## config.mk

```make
export PLATFORM = sky130hd
export DESIGN_NAME = gpbcd_ports
export DESIGN_NICKNAME = d
export VERILOG_FILES = /design/src/gpbcd_pkg.sv /design/src/gpbcd_ports.sv
export SDC_FILE = /design/constraint.sdc
export NUM_CORES = 1
export LEC_CHECK = 0
export BUFFER_PORTS_ARGS = -buffer_cell sky130_fd_sc_hd__buf_2
export CORE_MARGIN = 8
export CORE_UTILIZATION = 40
export CTS_CLUSTER_DIAMETER = 80
export CTS_CLUSTER_SIZE = 10
export DETAILED_ROUTE_END_ITERATION = 8
export PLACE_DENSITY = 0.63
export SYNTH_ARGS = -nofsm -noshare
export SYNTH_HDL_FRONTEND = slang
export SYNTH_SLANG_ARGS = --single-unit
```

## constraint.sdc

```tcl
create_clock -name core_clk -period 2 [get_ports core_clk]
set_input_delay 0.2 -clock core_clk [delete_from_list [all_inputs] [get_ports core_clk]]
set_output_delay 0.2 -clock core_clk [all_outputs]
set_load 0.02 [all_outputs]
```

## src/gpbcd_pkg.sv

```systemverilog
// package for the port b/c/d general-purpose i/o block
// assumes a 32-bit avalon-mm register bus with byte addresses
package gpbcd_pkg;

  // register indices; byte address is four times the index
  localparam logic [5:0] IDX_PORT_B_VALUE = 6'h01;
  localparam logic [5:0] IDX_PORT_C_VALUE = 6'h02;
  localparam logic [5:0] IDX_PORT_D_VALUE = 6'h03;
  localparam logic [5:0] IDX_PORT_B_DIRECTION = 6'h05;
  localparam logic [5:0] IDX_PORT_C_DIRECTION = 6'h06;
  localparam logic [5:0] IDX_PORT_D_DIRECTION = 6'h07;
  localparam logic [5:0] IDX_PORT_C_PULLUP_ENABLE = 6'h0C;
  localparam logic [5:0] IDX_PORT_D_PULLUP_ENABLE = 6'h0D;
  localparam logic [5:0] IDX_PIN_OWNER_CTRL = 6'h10;

  // bus geometry
  localparam int ADDR_W = 8;
  localparam int DATA_W = 32;

  // pin owner control field positions
  localparam int CTRL_CAN_PIN_ENABLE = 0;
  localparam int CTRL_SPI_ENABLE_BIT = 1;
  localparam int CTRL_SPI_MASTER_SELECT = 2;
  localparam int CTRL_ELS_LSB = 4;
  localparam int CTRL_ELS_W = 8;

  // port d and port c pin positions shared with peripherals
  localparam int PD_SLAVE_SELECT = 0;
  localparam int PD_SPI_LAST = 3;
  localparam int PD_TIMER_FIRST = 4;
  localparam int PC_CAN_TX = 0;
  localparam int PC_CAN_RX = 1;

  // reset values of control state
  localparam logic [7:0] DIR_RESET = 8'h00;
  localparam logic [6:0] DIR_C_RESET = 7'h00;
  localparam logic [7:0] PUE_RESET = 8'h00;
  localparam logic [6:0] PUE_C_RESET = 7'h00;
  localparam logic [11:0] CTRL_RESET = 12'h000;

  // pin drive bundles
  typedef struct packed {
    logic [7:0] out;
    logic [7:0] oe;
    logic [7:0] pu;
  } gpbcd_pin8_t;

  typedef struct packed {
    logic [6:0] out;
    logic [6:0] oe;
    logic [6:0] pu;
  } gpbcd_pin7_t;

  // drive requested by on-chip peripherals that may own pins
  typedef struct packed {
    logic can_tx;
    logic [7:0] pd_out;
    logic [7:0] pd_oe;
  } gpbcd_periph_t;

  // whole state of the block
  typedef struct packed {
    logic [7:0] dir_b;
    logic [6:0] dir_c;
    logic [7:0] dir_d;
    logic [6:0] pue_c;
    logic [7:0] pue_d;
    logic [11:0] ctrl;
    logic [7:0] lat_b;
    logic [6:0] lat_c;
    logic [7:0] lat_d;
    logic [7:0] meta_b;
    logic [6:0] meta_c;
    logic [7:0] meta_d;
    logic [7:0] sync_b;
    logic [6:0] sync_c;
    logic [7:0] sync_d;
    logic wait_req;
    logic [31:0] rdata;
    gpbcd_pin8_t pin_b;
    gpbcd_pin7_t pin_c;
    gpbcd_pin8_t pin_d;
  } gpbcd_state_t;

endpackage

```

## src/gpbcd_ports.sv

```systemverilog
// port b, c and d general-purpose i/o with avalon-mm register access
// assumes pins and peripheral drive are synchronous inputs; pads resolve out/oe/pu
// assumes one bus clock; every register but pin owner control sits in the low byte of its word

`timescale 1ns/100ps

// What this block does
// reset clears all port b direction bits; pins start as inputs.
// direction 1 turns the output buffer on, 0 turns it off.
// port b value read gives latch for outputs, pin level for inputs.
// data latches take writes in any direction; inputs are unaffected.
// software should load the latch before turning a pin to output.
// reset leaves port c and port d latches untouched.
// port c value read gives latch for outputs, pin level for inputs.
// port c has seven pins; reset makes all of them inputs.
// port c pullup enable connects the pullup while the pad is undriven.
// port c pullup drops whenever the pad is driven, by direction or by can.
// can pin enable hands port c bits 1 and 0 to the can module.
// timer 2 edge/level select hands port d bits 7 and 6 to the timer.
// timer 1 edge/level select hands its port d channel pins to the timer.
// with spi disabled, spi clock, mosi and miso pins are plain port pins.
// spi-owned pins ignore direction for drive, but direction still picks read source.
// slave select is a port pin when spi is off or master.
// port d value read gives latch for outputs, pin level for inputs.
// reset clears all port d direction bits.
// port d pullups act only on undriven pads and drop on driven ones, owned pins included.
// pin levels pass two synchroniser flops before reaching read data.
module gpbcd_ports
(
  // clock and reset
  input wire logic core_clk,
  input wire logic rst_n,
  // avalon-mm slave
  input wire logic [gpbcd_pkg::ADDR_W-1:0] avs_address,
  input wire logic avs_read,
  input wire logic avs_write,
  input wire logic [gpbcd_pkg::DATA_W-1:0] avs_writedata,
  input wire logic [3:0] avs_byteenable,
  output logic [gpbcd_pkg::DATA_W-1:0] avs_readdata,
  output logic avs_waitrequest,
  // pin levels seen at the pads
  input wire logic [7:0] pin_b_in,
  input wire logic [6:0] pin_c_in,
  input wire logic [7:0] pin_d_in,
  // pad drive
  output gpbcd_pkg::gpbcd_pin8_t pin_b_drv,
  output gpbcd_pkg::gpbcd_pin7_t pin_c_drv,
  output gpbcd_pkg::gpbcd_pin8_t pin_d_drv,
  // peripherals sharing pins
  input wire gpbcd_pkg::gpbcd_periph_t periph_drv,
  output logic [6:0] pin_c_level,
  output logic [7:0] pin_d_level
);

  // whole state, registered in one place
  gpbcd_pkg::gpbcd_state_t state_r;
  gpbcd_pkg::gpbcd_state_t state_nxt;

  // bus decode and write strobes
  logic [5:0] reg_idx;
  logic access_go;
  logic wr_go;
  logic [7:0] wr_byte;
  logic wr_lat_b;
  logic wr_lat_c;
  logic wr_lat_d;
  logic wr_dir_b;
  logic wr_dir_c;
  logic wr_dir_d;
  logic wr_pue_c;
  logic wr_pue_d;
  logic wr_ctrl;
  // pin ownership and drive
  logic can_en;
  logic spi_en;
  logic spi_mstr;
  logic [7:0] own_d;
  logic [7:0] oe_d;
  logic [7:0] out_d;
  logic [6:0] oe_c;
  logic [6:0] out_c;
  // read path
  logic [7:0] rd_b;
  logic [6:0] rd_c;
  logic [7:0] rd_d;
  logic [31:0] rd_word;

  // bus decode: a request is taken on the edge where waitrequest is low
  assign reg_idx = avs_address[7:2];
  assign access_go = (avs_read | avs_write) & ~state_r.wait_req;
  assign wr_go = access_go & avs_write & avs_byteenable[0];
  assign wr_byte = avs_writedata[7:0];

  // one write strobe per register, each only on the taken edge
  assign wr_lat_b = wr_go & (reg_idx == gpbcd_pkg::IDX_PORT_B_VALUE);
  assign wr_lat_c = wr_go & (reg_idx == gpbcd_pkg::IDX_PORT_C_VALUE);
  assign wr_lat_d = wr_go & (reg_idx == gpbcd_pkg::IDX_PORT_D_VALUE);
  assign wr_dir_b = wr_go & (reg_idx == gpbcd_pkg::IDX_PORT_B_DIRECTION);
  assign wr_dir_c = wr_go & (reg_idx == gpbcd_pkg::IDX_PORT_C_DIRECTION);
  assign wr_dir_d = wr_go & (reg_idx == gpbcd_pkg::IDX_PORT_D_DIRECTION);
  assign wr_pue_c = wr_go & (reg_idx == gpbcd_pkg::IDX_PORT_C_PULLUP_ENABLE);
  assign wr_pue_d = wr_go & (reg_idx == gpbcd_pkg::IDX_PORT_D_PULLUP_ENABLE);
  assign wr_ctrl = wr_go & (reg_idx == gpbcd_pkg::IDX_PIN_OWNER_CTRL);

  // pin owner controls
  assign can_en = state_r.ctrl[gpbcd_pkg::CTRL_CAN_PIN_ENABLE];
  assign spi_en = state_r.ctrl[gpbcd_pkg::CTRL_SPI_ENABLE_BIT];
  assign spi_mstr = state_r.ctrl[gpbcd_pkg::CTRL_SPI_MASTER_SELECT];

  // port d ownership per pin
  always_comb
  begin
    own_d = 8'h00;
    // slave select is taken only by an enabled slave
    own_d[gpbcd_pkg::PD_SLAVE_SELECT] = spi_en & ~spi_mstr;
    // spi clock, mosi and miso follow the spi enable alone
    for (int i = 1; i <= gpbcd_pkg::PD_SPI_LAST; i++)
    begin
      own_d[i] = spi_en;
    end
    // each timer channel takes its pin while its select field is nonzero
    for (int t = 0; t < 4; t++)
    begin

      own_d[gpbcd_pkg::PD_TIMER_FIRST + t] =
        |state_r.ctrl[gpbcd_pkg::CTRL_ELS_LSB + 2*t +: 2];
    end
  end

  // port d drive: owner peripheral or direction and latch
  always_comb
  begin
    for (int i = 0; i < 8; i++)
    begin
      if (own_d[i])
      begin
        // owned pin: the peripheral decides drive and level
        oe_d[i] = periph_drv.pd_oe[i];
        out_d[i] = periph_drv.pd_out[i] & periph_drv.pd_oe[i];
      end
      else
      begin
        // plain pin: direction and latch
        oe_d[i] = state_r.dir_d[i];
        out_d[i] = state_r.lat_d[i] & state_r.dir_d[i];
      end
    end
  end

  // port c drive per pin; can takes bits 1 and 0 when enabled
  for (genvar g = 0; g < 7; g++)
  begin : g_pc_drive
    if (g == gpbcd_pkg::PC_CAN_TX)
    begin : g_tx
      // transmit pin always driven while can owns it
      assign oe_c[g] = can_en | state_r.dir_c[g];
      assign out_c[g] = can_en ? periph_drv.can_tx : (state_r.lat_c[g] & state_r.dir_c[g]);
    end
    else if (g == gpbcd_pkg::PC_CAN_RX)
    begin : g_rx
      // receive pin never driven while can owns it
      assign oe_c[g] = ~can_en & state_r.dir_c[g];
      assign out_c[g] = ~can_en & state_r.lat_c[g] & state_r.dir_c[g];
    end
    else
    begin : g_gp
      // remaining pins are plain port pins
      assign oe_c[g] = state_r.dir_c[g];
      assign out_c[g] = state_r.lat_c[g] & state_r.dir_c[g];
    end
  end

  // value reads: latch for output bits, synchronised pin for input bits
  for (genvar g = 0; g < 8; g++)
  begin : g_rd_src
    assign rd_b[g] = state_r.dir_b[g] ? state_r.lat_b[g] : state_r.sync_b[g];
    assign rd_d[g] = state_r.dir_d[g] ? state_r.lat_d[g] : state_r.sync_d[g];
  end

  // port c is one pin short of the others
  for (genvar g = 0; g < 7; g++)
  begin : g_rd_src_c
    assign rd_c[g] = state_r.dir_c[g] ? state_r.lat_c[g] : state_r.sync_c[g];
  end

  // read mux; unmapped addresses read zero
  always_comb
  begin
    rd_word = 32'h0000_0000;
    // value registers first, then direction, pullup and owner control
    case (reg_idx)
      gpbcd_pkg::IDX_PORT_B_VALUE: rd_word[7:0] = rd_b;
      gpbcd_pkg::IDX_PORT_C_VALUE: rd_word[6:0] = rd_c;
      gpbcd_pkg::IDX_PORT_D_VALUE: rd_word[7:0] = rd_d;
      gpbcd_pkg::IDX_PORT_B_DIRECTION: rd_word[7:0] = state_r.dir_b;
      gpbcd_pkg::IDX_PORT_C_DIRECTION: rd_word[6:0] = state_r.dir_c;
      gpbcd_pkg::IDX_PORT_D_DIRECTION: rd_word[7:0] = state_r.dir_d;
      gpbcd_pkg::IDX_PORT_C_PULLUP_ENABLE: rd_word[6:0] = state_r.pue_c;
      gpbcd_pkg::IDX_PORT_D_PULLUP_ENABLE: rd_word[7:0] = state_r.pue_d;
      gpbcd_pkg::IDX_PIN_OWNER_CTRL: rd_word[11:0] = state_r.ctrl;
      default: rd_word = 32'h0000_0000;
    endcase
  end

  // next state
  always_comb
  begin
    state_nxt = state_r;
    // first flop of each pad synchroniser
    state_nxt.meta_b = pin_b_in;
    state_nxt.meta_c = pin_c_in;
    state_nxt.meta_d = pin_d_in;
    // second flop; nothing else reads the first
    state_nxt.sync_b = state_r.meta_b;
    state_nxt.sync_c = state_r.meta_c;
    state_nxt.sync_d = state_r.meta_d;

    // handshake: one wait cycle per request, then it is taken
    if (!state_r.wait_req)
    begin
      state_nxt.wait_req = 1'b1;
    end
    else if (avs_read | avs_write)
    begin
      state_nxt.wait_req = 1'b0;
    end

    // read data captured on the wait edge; it stands until the next request
    if (state_r.wait_req && avs_read)
    begin
      state_nxt.rdata = rd_word;
    end
    else if (state_r.wait_req && avs_write)
    begin
      state_nxt.rdata = 32'h0000_0000;
    end

    // data latch writes, accepted whatever the direction
    if (wr_lat_b)
    begin
      state_nxt.lat_b = wr_byte;
    end
    if (wr_lat_c)
    begin
      state_nxt.lat_c = wr_byte[6:0];
    end
    if (wr_lat_d)
    begin
      state_nxt.lat_d = wr_byte;
    end
    // direction writes; the pad follows one cycle later
    if (wr_dir_b)
    begin
      state_nxt.dir_b = wr_byte;
    end
    if (wr_dir_c)
    begin
      state_nxt.dir_c = wr_byte[6:0];
    end
    if (wr_dir_d)
    begin
      state_nxt.dir_d = wr_byte;
    end
    // pullup enables; they act only while a pin is undriven
    if (wr_pue_c)
    begin
      state_nxt.pue_c = wr_byte[6:0];
    end
    if (wr_pue_d)
    begin
      state_nxt.pue_d = wr_byte;
    end
    // owner control; bit 3 is kept zero, the top lane has its own enable
    if (wr_ctrl && avs_byteenable[1])
    begin
      state_nxt.ctrl[11:8] = avs_writedata[11:8];
    end
    if (wr_ctrl)
    begin
      state_nxt.ctrl[7:0] = {avs_writedata[7:4], 1'b0, avs_writedata[2:0]};
    end

    // port b pads: no pullups on this port
    state_nxt.pin_b.out = state_r.lat_b & state_r.dir_b;
    state_nxt.pin_b.oe = state_r.dir_b;
    state_nxt.pin_b.pu = 8'h00;

    // port c pads: pullups drop wherever the pad is driven
    state_nxt.pin_c.out = out_c;
    state_nxt.pin_c.oe = oe_c;
    state_nxt.pin_c.pu = state_r.pue_c & ~oe_c;

    // port d pads: same pullup rule, owned pins included
    state_nxt.pin_d.out = out_d;
    state_nxt.pin_d.oe = oe_d;
    state_nxt.pin_d.pu = state_r.pue_d & ~oe_d;
  end

  // state register; data latches keep their contents through reset
  always_ff @(posedge core_clk or negedge rst_n)
  begin
    if (!rst_n)
    begin
      // directions, pullups and owner control to idle
      state_r.dir_b <= gpbcd_pkg::DIR_RESET;
      state_r.dir_c <= gpbcd_pkg::DIR_C_RESET;
      state_r.dir_d <= gpbcd_pkg::DIR_RESET;
      state_r.pue_c <= gpbcd_pkg::PUE_C_RESET;
      state_r.pue_d <= gpbcd_pkg::PUE_RESET;
      state_r.ctrl <= gpbcd_pkg::CTRL_RESET;
      // synchroniser flops cleared
      state_r.meta_b <= 8'h00;
      state_r.meta_c <= 7'h00;
      state_r.meta_d <= 8'h00;
      state_r.sync_b <= 8'h00;
      state_r.sync_c <= 7'h00;
      state_r.sync_d <= 8'h00;
      // handshake idle and pads released
      state_r.wait_req <= 1'b1;
      state_r.rdata <= 32'h0000_0000;
      state_r.pin_b <= '0;
      state_r.pin_c <= '0;
      state_r.pin_d <= '0;
    end
    else
    begin
      // latches move on from the next state only
      state_r <= state_nxt;
    end
  end

  // bus answer straight from the state register
  assign avs_readdata = state_r.rdata;
  assign avs_waitrequest = state_r.wait_req;

  // pad drive straight from the state register
  assign pin_b_drv = state_r.pin_b;
  assign pin_c_drv = state_r.pin_c;
  assign pin_d_drv = state_r.pin_d;

  // synchronised levels for peripherals that listen on shared pins
  assign pin_c_level = state_r.sync_c;
  assign pin_d_level = state_r.sync_d;

endmodule

```

==> flow_summary_export.csv <==
group,metric,value,unit
critical_path,path_cells,"nor2_1 -> buf_4 -> nand2_1 -> mux2_2",
yosys,ys_warn_count,0,
die,die_w,156.3,um
clock_tree,root_buffer,"clkbuf_16",
critical_path,reg2reg_slack,370,ps
yosys,yosys.area.top_type,"dfrtp_1",
critical_path,cp_data_required_time,2320,ps
sta,finClkSkew,7.714,ps
critical_path,cp.arrival,1950,ps
sta,post-route-period-util,0.8151,
grt,grtUsageTotal,0.1646,
placed_design,gp_congestion,0.8176,
clock_tree,clk_latency,430,ps
grt,overflow,0,
critical_path,r2r_end,"state_r[176]$_DFFE_PN0N_",
cells_and_area,area_delta_synth_final,18.98,%
yosys,synth_area_per_cell,13.08,um2
sta,rsz0062_at_grt,"false",
grt,grt_max_degree,91,
placed_design,port_buffers,152,
clock_tree,clk_pin_slew,70,ps
critical_path,slowest_delay,560,ps
cells_and_area,nFillCells,1747,
pwr,ir_worst_vdd,586.4,uV
detailed_routing,drtPass1Iterations,5,
cells_and_area,antenna_cells,0,
detailed_routing,postRouteAntennaNets,0,
die,ioPinCount,205,
status,status,"finished clean",
worst_hold_path,worstHoldPathType,"input pin to register",
sta,setup_violations,0,
cells_and_area,multi_input_area,0.002068,mm2
critical_path,crit_path_max_fanout,7,
worst_hold_path,min_path_cells,3,
clock_tree,ctsHoldBuffers,35,
die,fp-row-count,51,
yosys,yosys-top-cells-area,"dfrtp_1 53%, buf_4 11%, edfxtp_1 8.8%",
critical_path,ff2ff_path_depth,4,
clock_tree,cts_buffers,17,
yosys,syn-cell-area,0.007876,mm2
sta,worst_pin_slew,581.5,ps
pwr,total_leakage_power,4.584,nW
die,die_y,156.3,um
sta,post-route-min-period,1630,ps
sta,fmax,613.4,MHz
yosys,synth_cells,602,
die,floorplan.core_area,0.01940,mm2
pwr,p_total,0.008227,W
grt,antenna_found_initial,1,
critical_path,rr_startpoint,"avs_waitrequest$_DFF_PN1_",
grt,grt_pass1_vias,5300,
cells_and_area,layout-drive-gt1-share,0.3847,
detailed_routing,vias,4854,
sta,relSlewSlack,0.6087,
yosys,ys_seq_elements,192,
detailed_routing,wirelength,19.64,mm
clock_tree,cts_tree,"built",
yosys,synth_cell_types,51,
yosys,ys_seq_area_frac,0.6248,
cells_and_area,postLayoutCoreUtil,0.4831,
critical_path,crit_type,"register to register",
detailed_routing,vias_per_cell,4.740,
critical_path,slowest_stage,"dfstp_2",
clock_tree,clock_path_buffers,2,
pwr,power_density,877.8,mW/mm2
sta,finalHoldViolCount,0,
flow_run,drv_cap,0,
placed_design,hpwl,14.30,mm
grt,grt_pass1_wl,30.17,mm
sta,fin_setup_tns,0,ps
clock_tree,htree_levels,4,
worst_hold_path,min_from,"periph_drv[0]",
sta,timing.final.max_slew_violations,0,
die,die_area,0.02444,mm2
worst_hold_path,hold_end,"pin_d_drv[16]$_DFF_PN0_",
clock_tree,cts_setup_buffers,0,
detailed_routing,drc,0,
clock_tree,cts_resized,0,
cells_and_area,nets,834,
detailed_routing,wl_per_cell,19.18,um
die,start_util,0.4060,
clock_tree,clock_sinks,192,
cells_and_area,seq_area,0.004921,mm2
yosys,synth-edff-count,23,
detailed_routing,dr.first_iter.drc_count,305,
yosys,postSynth.asyncResetShare,0.8802,
yosys,ys.flop_type,"dfrtp_1",
critical_path,crit_path_end_kind,"register",
critical_path,start_kind,"register",
yosys,synth_top_area_share,0.5338,
==> per-stage QoR <==
step	hold WS (ps)	std cells	setup WS [ps]	cell area, um2
global route	6.555	1024	322.8	9371
floorplan	-95.59	629	332.9	7978
CTS	2.334	1024	364.2	9371
finish	22.71	1024	369.7	9371
global placement	68.76	957	119.2	8438
detailed placement	76.03	957	86.29	8438
==> cells in the final DEF (no fill, tap or decap), drive strengths merged, types with 2 or more instances in the layout <==
master / count
a21oi: 14
a221oi: 2
a222oi: 4
a22o: 5
a2bb2oi: 5
a32oi: 2
and2: 14
buf: 187
clkbuf: 19
clkinv: 6
clkinvlp: 2
conb: 28
dfrtp: 168
dlygate4sd3: 35
edfxtp: 23
inv: 24
mux2: 61
mux2i: 14
nand2: 34
nand2b: 2
nand3: 13
nand4: 3
nor2: 32
nor2b: 12
nor3b: 2
nor4b: 6
o21ai: 16
o22ai: 4
o2bb2ai: 2
o311ai: 2
or3: 2
==> sequential cells by signal, indices dropped and copies added, names as in the netlist <==
register / flops
pin_c_drv: 21
can_en: 1
pin_d_level: 8
state_r: 64
state_nxt: 31
avs_readdata: 12
pin_d_drv: 24
oe_c: 5
pin_c_level: 7
own_d: 1
avs_waitrequest: 1
spi_mstr: 1
pin_b_drv: 16
==> worst max-delay path, delay by kind of cell, from the launching register on <==
kind,cells,cell delay [ps]
flops,1,560
buf+inv,1,160
simple gates,2,400
mux,1,390
==> report_power, final <==
part           internal (W)  switching [W]
Clock               0.00181        0.00153
Combinational      0.000270       0.000437
Sequential          0.00410      0.0000884
==> layer usage <==
metal | routed length (um) | track usage
met1 | 7960 | 0.1962
met2 | 10040 | 0.2794
met3 | 1234 | 0.04468
met4 | 392 | 0.06178
met5 | 10 | 0
==> cell usage after synthesis, types with 3 or more instances <==
master and n:
buf_4 116, dfrtp_1 168, edfxtp_1 23, mux2_2 61
a22o_1 5, nand2_1 33, nand3_1 13, nor2_1 27
o21ai_0 15, nand4_1 3, mux2i_1 14, o22ai_1 4
a222oi_1 4, nor2b_1 12, buf_2 4, clkbuf_1 3
inv_1 20, nor2_2 5, a21oi_1 14, and2_1 14
nor4b_1 3, a2bb2oi_1 5
==> cell type report <==
cell class	count	area share
Clock buffer	19	0.04833
Clock inverter	13	0.01389
Inverter	20	0.008011
Multi-Input combinational cell	293	0.2207
Sequential cell	192	0.5251
Tap cell	265	0.03538
Timing Repair Buffer	222	0.1486
==> worst max-delay path by stage <==
stage / start / end / cells after the start
floorplan: avs_address[6] / state_r[163]$_DFFE_PP_ / 4
global placement: avs_address[4] / own_d[1]$_DFFE_PN0N_ / 5
detailed placement: avs_address[4] / state_r[176]$_DFFE_PN0N_ / 5
CTS: avs_waitrequest$_DFF_PN1_ / state_r[176]$_DFFE_PN0N_ / 4
global route: avs_waitrequest$_DFF_PN1_ / state_r[176]$_DFFE_PN0N_ / 4
finish: avs_waitrequest$_DFF_PN1_ / state_r[176]$_DFFE_PN0N_ / 4
==> kinds of logic (layout without fill, tap and decap cells) <==
family | count (synthesis) | in the layout | share of synthesized area
other cells | 1 | 28 | 0.0004761
compound gates | 64 | 64 | 0.05608
buf+inv | 144 | 274 | 0.1255
simple gates | 126 | 126 | 0.08817
flops | 192 | 192 | 0.6248
mux | 75 | 75 | 0.1050
(Power assumes the default switching activity.)
